File: config.mk
export PLATFORM = sky130hd
export DESIGN_NAME = wdpt_top
export DESIGN_NICKNAME = d
export VERILOG_FILES = /design/src/inc/wdpt_pkg.sv /design/src/inc/wdpt_tick_if.sv /design/src/core/wdpt_top.sv /design/src/core/wdpt_prescaler.sv /design/src/core/wdpt_countdown.sv
export SDC_FILE = /design/constraint.sdc
export NUM_CORES = 1
export LEC_CHECK = 0
export BUFFER_PORTS_ARGS = -buffer_cell sky130_fd_sc_hd__clkbuf_2
export CORE_ASPECT_RATIO = 1.75
export CORE_UTILIZATION = 60
export CTS_BUF_LIST = sky130_fd_sc_hd__clkbuf_2 sky130_fd_sc_hd__clkbuf_4 sky130_fd_sc_hd__clkbuf_8
export DETAILED_ROUTE_END_ITERATION = 16
export GPL_ROUTABILITY_DRIVEN = 0
export MAX_ROUTING_LAYER = met4
export PLACE_DENSITY = 0.93
export SYNTH_ARGS = -nofsm -noshare
export SYNTH_HDL_FRONTEND = slang
export SYNTH_SLANG_ARGS = --single-unit
File: constraint.sdc
create_clock -name ref_clk -period 6.3 [get_ports ref_clk]
set_input_delay 0.315 -clock ref_clk [delete_from_list [all_inputs] [get_ports ref_clk]]
set_output_delay 0.315 -clock ref_clk [all_outputs]
set_load 0.02 [all_outputs]
File: src/inc/wdpt_pkg.sv
// Shared constants for the prescaled watchdog timer.
// Assumes one clock (the oscillator input) and word-wide APB access.
package wdpt_pkg;

    // ************************************************************
    // Widths
    // ************************************************************
    localparam int unsigned WDPT_ADDR_W = 20;  // APB byte address width
    localparam int unsigned WDPT_DATA_W = 32;  // APB data width
    localparam int unsigned WDPT_PRE_W = 16;   // Prescaler and divider width
    localparam int unsigned WDPT_CNT_W = 12;   // Countdown width

    // ************************************************************
    // Register indices and byte addresses (address = index * 4)
    // ************************************************************
    localparam logic [19:0] WDPT_IDX_CONTROL = 20'h0_F020;
    localparam logic [19:0] WDPT_IDX_PRESCALE = 20'h0_F021;
    localparam logic [19:0] WDPT_IDX_DIVIDER = 20'h0_F022;
    localparam logic [19:0] WDPT_IDX_COUNTDOWN = 20'h0_F023;
    localparam logic [19:0] WDPT_IDX_STATUS = 20'h0_F024;
    localparam logic [19:0] WDPT_ADDR_CONTROL = WDPT_IDX_CONTROL << 2;
    localparam logic [19:0] WDPT_ADDR_PRESCALE = WDPT_IDX_PRESCALE << 2;
    localparam logic [19:0] WDPT_ADDR_DIVIDER = WDPT_IDX_DIVIDER << 2;
    localparam logic [19:0] WDPT_ADDR_COUNTDOWN = WDPT_IDX_COUNTDOWN << 2;
    localparam logic [19:0] WDPT_ADDR_STATUS = WDPT_IDX_STATUS << 2;

    // ************************************************************
    // Field positions
    // ************************************************************
    localparam int unsigned WDPT_CTL_COUNT_EN_BIT = 0;   // Counting enable
    localparam int unsigned WDPT_CTL_TRIGGER_EN_BIT = 1; // Chip reset enable
    localparam int unsigned WDPT_STATUS_FIRED_BIT = 0;   // Fired flag

    // ************************************************************
    // Values after reset
    // ************************************************************
    localparam logic [1:0] WDPT_CONTROL_RST = 2'h0;
    localparam logic [15:0] WDPT_PRESCALE_RST = 16'h0000;
    localparam logic [15:0] WDPT_DIVIDER_RST = 16'hFFFF;
    localparam logic [11:0] WDPT_COUNTDOWN_RST = 12'hFFF;
    localparam logic WDPT_FIRED_RST = 1'h0;

endpackage : wdpt_pkg

File: src/inc/wdpt_tick_if.sv
// Carrier between the watchdog register block, prescaler and countdown.
// Assumes all three sit on the same oscillator clock.
`timescale 1ns/1ps
interface wdpt_tick_if;
    logic countEnable;                              // Counting enabled
    logic [wdpt_pkg::WDPT_PRE_W-1:0] divider;       // Prescaler wrap value
    logic [wdpt_pkg::WDPT_PRE_W-1:0] prescaleCount; // Live prescaler count
    logic wrapTick;                                 // Prescaler wraps now
    logic loadValid;                                // Software loads countdown
    logic [wdpt_pkg::WDPT_CNT_W-1:0] loadValue;     // Value to load
    logic [wdpt_pkg::WDPT_CNT_W-1:0] countdownValue; // Live countdown
    logic expire;                                   // Countdown hits zero now

    // Prescaler end
    modport pre (input countEnable, input divider, output prescaleCount, output wrapTick);
    // Countdown end
    modport cdn (input countEnable, input wrapTick, input loadValid, input loadValue,
                 output countdownValue, output expire);
    // Register block end
    modport ctl (output countEnable, output divider, output loadValid, output loadValue,
                 input prescaleCount, input wrapTick, input countdownValue, input expire);
endinterface : wdpt_tick_if

File: src/core/wdpt_top.sv
// Prescaled watchdog timer: APB register block, prescaler and countdown.
// Assumes ref_clk is the crystal oscillator input, rst is power-on reset
// and sysReset is the chip reset; wdChipReset is routed to the chip reset.
`timescale 1ns/1ps
module wdpt_top (
    input wire logic ref_clk,
    input wire logic rst,
    input wire logic sysReset,
    input wire logic psel,
    input wire logic penable,
    input wire logic pwrite,
    input wire logic [wdpt_pkg::WDPT_ADDR_W-1:0] paddr,
    input wire logic [wdpt_pkg::WDPT_DATA_W-1:0] pwdata,
    output logic pready,
    output logic [wdpt_pkg::WDPT_DATA_W-1:0] prdata,
    output logic pslverr,
    output logic wdChipReset,
    output logic wdFired
);
    import wdpt_pkg::*;

    // ************************************************************
    // Declarations
    // ************************************************************
    wdpt_tick_if tick ();                    // Link to prescaler and countdown
    logic clearAll;                          // Power-on or chip reset
    logic [1:0] control_reg;                 // Count and trigger enables
    logic [WDPT_PRE_W-1:0] divider_reg;      // Prescaler wrap value
    logic fired_reg;                         // Sticky fired flag
    logic chipReset_reg;                     // Chip reset request pulse
    logic [WDPT_DATA_W-1:0] prdata_reg;      // Read data for access phase
    logic pslverr_reg;                       // Error answer for access phase
    logic [WDPT_DATA_W-1:0] readWord;        // Read mux output
    logic setupPhase;                        // APB setup cycle
    logic accessPhase;                       // APB access cycle
    logic writeStrobe;                       // Write takes effect this edge
    logic countEnable;                       // Counting enable bit
    logic triggerEnable;                     // Chip reset enable bit

    // Address decode, shared by write path and error answer
    function automatic logic regHit(
        input logic [WDPT_ADDR_W-1:0] addr,
        input logic [WDPT_ADDR_W-1:0] target
    );
        regHit = (addr == target);
    endfunction : regHit

    // True for any mapped register address
    function automatic logic isMapped(input logic [WDPT_ADDR_W-1:0] addr);
        isMapped = regHit(addr, WDPT_ADDR_CONTROL) || regHit(addr, WDPT_ADDR_PRESCALE)
            || regHit(addr, WDPT_ADDR_DIVIDER) || regHit(addr, WDPT_ADDR_COUNTDOWN)
            || regHit(addr, WDPT_ADDR_STATUS);
    endfunction : isMapped

    // ************************************************************
    // Reset and bus phase decode
    // ************************************************************
    // Chip reset clears all but the fired flag and the captured read data and error answer
    assign clearAll = rst || sysReset;
    assign setupPhase = psel && !penable;
    assign accessPhase = psel && penable;
    // Zero wait states: ready whenever in access phase
    assign pready = accessPhase;
    assign writeStrobe = accessPhase && pwrite;
    assign countEnable = control_reg[WDPT_CTL_COUNT_EN_BIT];
    assign triggerEnable = control_reg[WDPT_CTL_TRIGGER_EN_BIT];

    // ************************************************************
    // Control register
    // ************************************************************
    // Holds count and trigger enables, both off after reset
    always_ff @(posedge ref_clk) begin
        if (clearAll) begin
            control_reg <= WDPT_CONTROL_RST;
        end else if (writeStrobe && regHit(paddr, WDPT_ADDR_CONTROL)) begin
            // Any combination allowed, counting-only included
            control_reg <= pwdata[1:0];
        end
    end

    // ************************************************************
    // Divider register
    // ************************************************************
    // Wrap value, all ones after reset
    always_ff @(posedge ref_clk) begin
        if (clearAll) begin
            divider_reg <= WDPT_DIVIDER_RST;
        end else if (writeStrobe && regHit(paddr, WDPT_ADDR_DIVIDER)) begin
            divider_reg <= pwdata[WDPT_PRE_W-1:0];
        end
    end

    // ************************************************************
    // Links to prescaler and countdown
    // ************************************************************
    assign tick.countEnable = countEnable;
    assign tick.divider = divider_reg;
    // Countdown write is the kick that keeps the chip alive
    assign tick.loadValid = writeStrobe && regHit(paddr, WDPT_ADDR_COUNTDOWN);
    assign tick.loadValue = pwdata[WDPT_CNT_W-1:0];

    // Prescaler
    wdpt_prescaler u_prescaler (
        .ref_clk(ref_clk),
        .clear(clearAll),
        .tick(tick.pre)
    );

    // Countdown
    wdpt_countdown u_countdown (
        .ref_clk(ref_clk),
        .clear(clearAll),
        .tick(tick.cdn)
    );

    // ************************************************************
    // Fired flag
    // ************************************************************
    // Set when expiry actually resets the chip; only power-on clears it
    always_ff @(posedge ref_clk) begin
        if (rst) begin
            fired_reg <= WDPT_FIRED_RST;
        end else if (tick.expire && triggerEnable) begin
            fired_reg <= 1'b1;
        end
    end
    assign wdFired = fired_reg;

    // ************************************************************
    // Chip reset request
    // ************************************************************
    // One-cycle pulse on expiry when triggering is enabled
    always_ff @(posedge ref_clk) begin
        if (clearAll) begin
            chipReset_reg <= 1'b0;
        end else begin
            chipReset_reg <= tick.expire && triggerEnable;
        end
    end
    assign wdChipReset = chipReset_reg;

    // ************************************************************
    // Read mux
    // ************************************************************
    // Reserved bits read as zero
    always_comb begin
        readWord = 32'h0000_0000;
        case (paddr)
            WDPT_ADDR_CONTROL: begin
                readWord[1:0] = control_reg;
            end
            WDPT_ADDR_PRESCALE: begin
                readWord[WDPT_PRE_W-1:0] = tick.prescaleCount;
            end
            WDPT_ADDR_DIVIDER: begin
                readWord[WDPT_PRE_W-1:0] = divider_reg;
            end
            WDPT_ADDR_COUNTDOWN: begin
                readWord[WDPT_CNT_W-1:0] = tick.countdownValue;
            end
            WDPT_ADDR_STATUS: begin
                readWord[WDPT_STATUS_FIRED_BIT] = fired_reg;
            end
            default: begin
                readWord = 32'h0000_0000;
            end
        endcase
    end

    // ************************************************************
    // Read data and error answer
    // ************************************************************
    // Captured in the setup cycle so outputs come from flip-flops
    always_ff @(posedge ref_clk) begin
        if (rst) begin
            prdata_reg <= 32'h0000_0000;
            pslverr_reg <= 1'b0;
        end else if (setupPhase) begin
            prdata_reg <= pwrite ? 32'h0000_0000 : readWord;
            pslverr_reg <= !isMapped(paddr);
        end
    end
    assign prdata = prdata_reg;
    // Error only shown while the access completes
    assign pslverr = accessPhase && pslverr_reg;
endmodule : wdpt_top

File: src/core/wdpt_prescaler.sv
// Prescaler: counts oscillator edges and wraps at the divider value.
// Assumes clear is synchronous and covers both power-on and chip reset.
`timescale 1ns/1ps
module wdpt_prescaler (
    input wire logic ref_clk,
    input wire logic clear,
    wdpt_tick_if.pre tick
);
    import wdpt_pkg::*;

    logic [WDPT_PRE_W-1:0] prescale_reg; // Current prescaler count
    logic atWrap;                        // Count has reached the divider

    // ************************************************************
    // Wrap detection
    // ************************************************************
    // Compare with >= so a divider lowered below the count still wraps
    assign atWrap = (prescale_reg >= tick.divider);
    assign tick.wrapTick = tick.countEnable && atWrap;
    assign tick.prescaleCount = prescale_reg;

    // Count one per clock edge while enabled, else hold
    always_ff @(posedge ref_clk) begin
        if (clear) begin
            prescale_reg <= WDPT_PRESCALE_RST;
        end else if (tick.countEnable) begin
            if (atWrap) begin
                prescale_reg <= WDPT_PRESCALE_RST;
            end else begin
                prescale_reg <= prescale_reg + 16'h0001;
            end
        end
    end
endmodule : wdpt_prescaler

File: src/core/wdpt_countdown.sv
// Countdown: twelve-bit timeout counter, stepped once per prescaler wrap.
// Assumes load requests come from the register block in the write cycle.
`timescale 1ns/1ps
module wdpt_countdown (
    input wire logic ref_clk,
    input wire logic clear,
    wdpt_tick_if.cdn tick
);
    import wdpt_pkg::*;

    logic [WDPT_CNT_W-1:0] count_reg; // Prescaled periods remaining
    logic nearZero;                   // Next step reaches zero

    // ************************************************************
    // Expiry detection
    // ************************************************************
    // At one or already zero, a wrap means timeout
    assign nearZero = (count_reg <= 12'h001);
    assign tick.expire = tick.wrapTick && !tick.loadValid && nearZero;
    assign tick.countdownValue = count_reg;

    // Load wins over a decrement in the same cycle
    always_ff @(posedge ref_clk) begin
        if (clear) begin
            count_reg <= WDPT_COUNTDOWN_RST;
        end else if (tick.loadValid) begin
            count_reg <= tick.loadValue;
        end else if (tick.wrapTick && count_reg != 12'h000) begin
            count_reg <= count_reg - 12'h001;
        end
    end
endmodule : wdpt_countdown

==> impl_metrics.py, run 1 <==
metrics = {
    "run_status": {
        "status": "finished clean",
    },
    "detailed_routing": {
        "wirelength_um": 9990,
        "drt_first_pass_iters": 5,
        "ant_nets": 0,
        "vias": 3514,
        "routedWlPerCell_um": 17.5,
        "dr.first_iter.drc_count": 273,
        "drc_errors": 0,
        "routed_via_density": 6.14,
    },
    "clock_network": {
        "cts_resized": 0,
        "cts_root_buf": "clkbuf_8",
        "post_cts_buffers": 0,
        "clock_latency_ps": 360,
        "hold_buffers": 0,
        "numCtsBuffers": 9,
        "clk_pin_slew_ps": 80,
        "clockBufferDepth": 2,
        "cts_tree": "done",
        "clock_sinks": 65,
        "cts_htree_levels": 3,
    },
    "synth": {
        "synthDistinctLibCells": 62,
        "ys_ff_latch": 65,
        "async_reset_ff_share_pct": 0,
        "synth-edff-count": 0,
        "mappedNetlistArea_mm2": 0.00376,
        "synthesis.instances": 438,
        "synth-seq-area-share_pct": 34.6,
        "syn_avg_cell_area_um2": 8.58,
        "yosysWarningCount": 0,
        "ys.flop_type": "dfxtp_1",
    },
    "grt": {
        "use_met3_pct": 7.84,
        "grt_use_met2_pct": 56.9,
        "globalRouteOverflowTotal": 0,
        "grtUsageTotal_pct": 34.0,
        "gr-usage-met1_pct": 33.6,
        "antenna_found_initial": 0,
        "grt_pass1_vias": 3535,
        "grt_pass1_wl_um": 16100,
        "grt_max_degree": 29,
        "busiest_layer": "met2",
    },
    "layout": {
        "final_util_pct": 70.8,
        "areaGrowthSynthToFinish_pct": 12.6,
        "nFillCells": 435,
        "n_antenna_cell": 0,
        "layout.nets": 566,
        "drive_above_1_share_pct": 18.4,
        "final_common_cell": "dfxtp_1",
        "final_cell_mix": "65 x dfxtp_1, 61 x clkbuf_2, 55 x nand2_1",
        "multiInputGateArea_mm2": 0.00221,
        "seq_area_mm2": 0.00130,
    },
    "sta": {
        "rsz0062_at_grt": "no",
        "fin_crit_ps": 3370,
        "slew_headroom_pct": 17.4,
        "final-setup-viol-count": 0,
        "tightest_slew_ps": 1240,
        "fin_setup_tns_ps": 0,
        "fmax_mhz": 296,
        "finClkSkew_ps": 7.88,
        "drv_slew": 0,
        "period_share_pct": 53.6,
        "hold_viol": 0,
    },
    "pwr": {
        "power.density_mw_per_mm2": 206,
        "ir_drop_uv": 122,
        "internal_power_uw": 669,
        "pwr-share-clk_pct": 47.4,
        "swShare_pct": 23.1,
        "power_frac_seq_pct": 47.2,
        "p_switching_uw": 201,
        "p_leak_nw": 2.10,
        "pwr-share-comb_pct": 5.4,
        "power.total_uw": 871,
    },
    "critical_path": {
        "max_stage_delay_ps": 750,
        "required_ps": 6550,
        "path_class": "register to register",
        "start_kind": "register",
        "r2r-end": "u_countdown.tick.countdownValue[4]$_SDFFE_PP1P_",
        "crit_chain": "inv_1, ha_1, nand2b_1, a2111oi_0, nor4b_2, o31ai_4, nor3_2, or4b_1, o311a_1",
        "critPathMaxFanout": 21,
        "slowest_stage": "o31ai_4",
        "crit_arrival_ps": 3620,
        "reg2reg_depth": 9,
        "r2r_start": "u_prescaler.tick.prescaleCount[0]$_SDFFE_PP0P_",
        "cp-end-kind": "register",
        "r2r_slack_ps": 2930,
    },
    "die": {
        "fp.dieH_um": 107,
        "start_util_pct": 62.9,
        "num_rows": 37,
        "io-pin-count": 94,
        "core_mm2": 0.00597,
        "die-area_mm2": 0.00660,
        "die_w_um": 61.8,
    },
    "hold_path": {
        "min_path_cells": 3,
        "min_to": "divider_reg[13]$_SDFFE_PP1P_",
        "hold_start": "pwdata[13]",
        "hold_class": "input pin to register",
    },
    "placed_design": {
        "dp_hpwl_um": 6920,
        "portBuffers": 61,
    },
    "job": {
        "drv_cap": 0,
    },
}
==> logic make-up after synthesis <==
group,share of synthesized area (%)
and+or+nand+nor,25.3
AOI/OAI and AO/OA,13.4
DFF,34.6
buffers and inverters,8.16
muxes,8.59
adders and majority gates,6.33
xor gates and xnor gates,3.50
other,0.0998
==> critical path, delay by kind of cell, from the launching register on <==
family | cells | cell delay [ps]
fa+ha+maj | 1 | 290
flops | 1 | 460
simple gates | 4 | 1030
buf+inv | 1 | 90
compound gates | 3 | 1400
==> per-stage QoR <==
step                hold WS, ps  cell area, um2  worst slack (ps)  std cells
floorplan                   440            3810              3750        453
global placement            444            4000              3030        556
detailed placement          456            4000              2970        556
CTS                         173            4230              2950        572
global route                184            4230              2690        572
finish                      171            4230              2930        572
==> power groups by stage <==
stage | Sequential, mW | Combinational (mW) | Clock, mW
after floorplan | 0.421 | 0.0328 | 0
after detailed placement | 0.421 | 0.0461 | 0
final | 0.411 | 0.0469 | 0.412
after global routing | 0.411 | 0.0510 | 0.429
after CTS | 0.411 | 0.0462 | 0.412
after global placement | 0.421 | 0.0452 | 0
==> routing by layer <==
| metal | share of wire (%) | wire length, um |
|---|---|---|
| met1 | 35 | 3500 |
| met3 | 5.6 | 564 |
| met5 | 0 | 0 |
| met2 | 54 | 5390 |
| met4 | 5.3 | 533 |
==> worst max-delay path by stage <==
stage / from / endpoint / slack, ps / cells after the start
floorplan: u_prescaler.tick.prescaleCount[0]$_SDFFE_PP0P_ / u_countdown.tick.countdownValue[4]$_SDFFE_PP1P_ / 3750 / 9
global placement: u_prescaler.tick.prescaleCount[0]$_SDFFE_PP0P_ / u_countdown.tick.countdownValue[4]$_SDFFE_PP1P_ / 3030 / 9
detailed placement: u_prescaler.tick.prescaleCount[0]$_SDFFE_PP0P_ / u_countdown.tick.countdownValue[4]$_SDFFE_PP1P_ / 2970 / 9
CTS: u_prescaler.tick.prescaleCount[0]$_SDFFE_PP0P_ / u_countdown.tick.countdownValue[4]$_SDFFE_PP1P_ / 2950 / 9
global route: u_prescaler.tick.prescaleCount[0]$_SDFFE_PP0P_ / u_countdown.tick.countdownValue[4]$_SDFFE_PP1P_ / 2690 / 9
finish: u_prescaler.tick.prescaleCount[0]$_SDFFE_PP0P_ / u_countdown.tick.countdownValue[4]$_SDFFE_PP1P_ / 2930 / 9
==> cell usage after synthesis, types with 4 or more instances <==
cell | count | area, um2
o21ai_0 | 5 | 25.0
mux2i_1 | 30 | 300
a2bb2oi_1 | 10 | 87.6
inv_1 | 22 | 82.6
dfxtp_1 | 65 | 1300
nand3_1 | 4 | 20.0
nand2_1 | 55 | 206
a22oi_1 | 6 | 45.0
o31a_1 | 5 | 43.8
and3_1 | 6 | 37.5
o31ai_1 | 6 | 45.0
xor2_1 | 9 | 78.8
a21oi_1 | 9 | 45.0
ha_1 | 19 | 238
nor2_1 | 41 | 154
buf_2 | 5 | 25.0
nand4_1 | 12 | 75.1
buf_4 | 17 | 128
or3_1 | 5 | 31.3
xnor2_1 | 6 | 52.6
o21ai_1 | 8 | 40.0
nor3_1 | 14 | 70.1
clkbuf_1 | 11 | 41.3
nand2b_1 | 5 | 31.3
nor4_1 | 9 | 56.3
==> area by class of cell <==
class                      count  area share [%]
multi-input combinational    329            52.2
sequential                    65            30.8
timing repair buffer          62            7.40
clock buffer                  11            3.58
tap                           78            2.31
inverter                      22            1.95
clock inverter                 5            1.83
Power figures use the tool's default switching activity.
==> run 2, diff against run 1 <==
CORE_UTILIZATION = 55   (was 60)
PLACE_DENSITY = 0.86   (was 0.93)
clock period = 3.4 ns   (was 6.3 ns; I/O delays follow)
==> impl_metrics.py, run 2 (synthesized netlist as in run 1, its figures left out) <==
metrics = {
    "run_status": {
        "status": "finished clean",
    },
    "detailed_routing": {
        "vias": 3430,
        "routedWlPerCell_um": 16.5,
        "wirelength_um": 9600,
        "drc_errors": 0,
        "ant_nets": 0,
        "routed_via_density": 5.91,
        "dr.first_iter.drc_count": 219,
        "drt_first_pass_iters": 4,
    },
    "hold_path": {
        "min_to": "divider_reg[15]$_SDFFE_PP1P_",
        "hold_class": "input pin to register",
        "min_path_cells": 3,
        "hold_start": "pwdata[15]",
    },
    "clock_network": {
        "cts_resized": 0,
        "cts_root_buf": "clkbuf_8",
        "clock_sinks": 65,
        "clk_pin_slew_ps": 70,
        "cts_tree": "done",
        "post_cts_buffers": 0,
        "clock_latency_ps": 360,
        "cts_htree_levels": 3,
        "clockBufferDepth": 2,
        "hold_buffers": 0,
        "numCtsBuffers": 9,
    },
    "job": {
        "drv_cap": 0,
    },
    "placed_design": {
        "place_area_mm2": 0.00404,
        "dp_hpwl_um": 7080,
        "portBuffers": 61,
    },
    "grt": {
        "grt_pass1_vias": 3423,
        "grt_pass1_wl_um": 15600,
        "grt_max_degree": 24,
        "globalRouteOverflowTotal": 0,
        "antenna_found_initial": 0,
        "grtUsageTotal_pct": 29.6,
    },
    "pwr": {
        "power.total_mw": 1.53,
        "ir_drop_uv": 223,
        "p_leak_nw": 2.11,
        "power.density_mw_per_mm2": 361,
    },
    "die": {
        "die-area_mm2": 0.00718,
        "core_mm2": 0.00659,
        "fp.dieH_um": 111,
        "start_util_pct": 57.0,
        "num_rows": 39,
        "die_w_um": 64.5,
        "io-pin-count": 94,
    },
    "critical_path": {
        "r2r-end": "u_countdown.tick.countdownValue[4]$_SDFFE_PP1P_",
        "reg2reg_depth": 9,
        "crit_arrival_ps": 3180,
        "cp-end-kind": "register",
        "start_kind": "register",
        "critPathMaxFanout": 7,
        "required_ps": 3650,
        "r2r_slack_ps": 480,
        "path_class": "register to register",
        "r2r_start": "u_prescaler.tick.prescaleCount[0]$_SDFFE_PP0P_",
    },
    "layout": {
        "areaGrowthSynthToFinish_pct": 12.9,
        "design_area_mm2": 0.00424,
        "final_common_cell": "dfxtp_1",
        "drive_above_1_share_pct": 19.1,
        "layout.nets": 571,
        "n_antenna_cell": 0,
        "final_cell_mix": "65 x dfxtp_1, 61 x clkbuf_2, 55 x nand2_1",
        "nFillCells": 582,
    },
    "sta": {
        "fin_setup_tns_ps": 0,
        "finClkSkew_ps": 9.77,
        "tightest_slew_ps": 1140,
        "drv_slew": 0,
        "slew_headroom_pct": 23.6,
        "period_share_pct": 86.0,
        "final-setup-viol-count": 0,
        "fin_crit_ps": 2920,
        "rsz0062_at_grt": "no",
        "hold_viol": 0,
        "fmax_mhz": 342,
    },
}
-- run 2: area by class of cell --
class	count	area (um2)	area share, %
multi-input cells	329	2210	52.0
flip-flops and latches	65	1300	30.7
repair buffers	67	350	8.26
clock buffers	12	159	3.75
well taps	82	103	2.42
inverters	22	82.6	1.95
clock inverters	3	40.0	0.944
-- run 2: how the worst max path moves through the flow --
stage                                                   start                                               to  slack [ps]
2_1_floorplan  u_prescaler.tick.prescaleCount[0]$_SDFFE_PP0P_  u_countdown.tick.countdownValue[4]$_SDFFE_PP1P_         850
3_3_place_gp   u_prescaler.tick.prescaleCount[0]$_SDFFE_PP0P_  u_countdown.tick.countdownValue[4]$_SDFFE_PP1P_         650
3_5_place_dp   u_prescaler.tick.prescaleCount[0]$_SDFFE_PP0P_  u_countdown.tick.countdownValue[4]$_SDFFE_PP1P_         540
4_1_cts        u_prescaler.tick.prescaleCount[0]$_SDFFE_PP0P_  u_countdown.tick.countdownValue[4]$_SDFFE_PP1P_         500
5_1_grt        u_prescaler.tick.prescaleCount[0]$_SDFFE_PP0P_  u_countdown.tick.countdownValue[3]$_SDFFE_PP1P_         410
6_report       u_prescaler.tick.prescaleCount[0]$_SDFFE_PP0P_  u_countdown.tick.countdownValue[4]$_SDFFE_PP1P_         480
-- run 2: stage by stage --
| step | setup WS (ps) | util, % | std cells | hold slack [ps] |
|---|---|---|---|---|
| after floorplan | 847 | - | 453 | 295 |
| final | 478 | 64.4 | 580 | 32.6 |
| after global routing | 412 | 64.4 | 580 | 41.9 |
| after CTS | 503 | 64.4 | 580 | 18.5 |
| after detailed placement | 537 | 61.4 | 565 | 396 |
| after global placement | 648 | 61.4 | 565 | 384 |
-- run 2: metal layers --
metal | global-route usage [%] | part of all wire [%] | up-vias
li1 | - | - | 1629
met2 | 52.6 | 54 | 138
met4 | 18.2 | 5.1 | 0
met3 | 7.68 | 5.4 | 43
met1 | 27.2 | 36 | 1620
met5 | - | 0 | -
-- run 2: report_power, final --
group	switching, mW	total (mW)	internal [mW]	leakage, nW
combinational	0.0596	0.0889	0.0293	1.48
clock	0.299	0.679	0.380	0.106
sequential	0.000387	0.762	0.762	0.525
total	0.359	1.53	1.17	2.11
-- run 2: worst max-delay path, cell delays in order (launching register included) --
cell,delay [ps]
dfxtp_1,480
inv_1,90
ha_1,290
nand2b_1,130
a2111oi_0,590
nor4b_2,150
o31ai_4,290
nor3_2,130
or4b_1,530
o311a_1,140
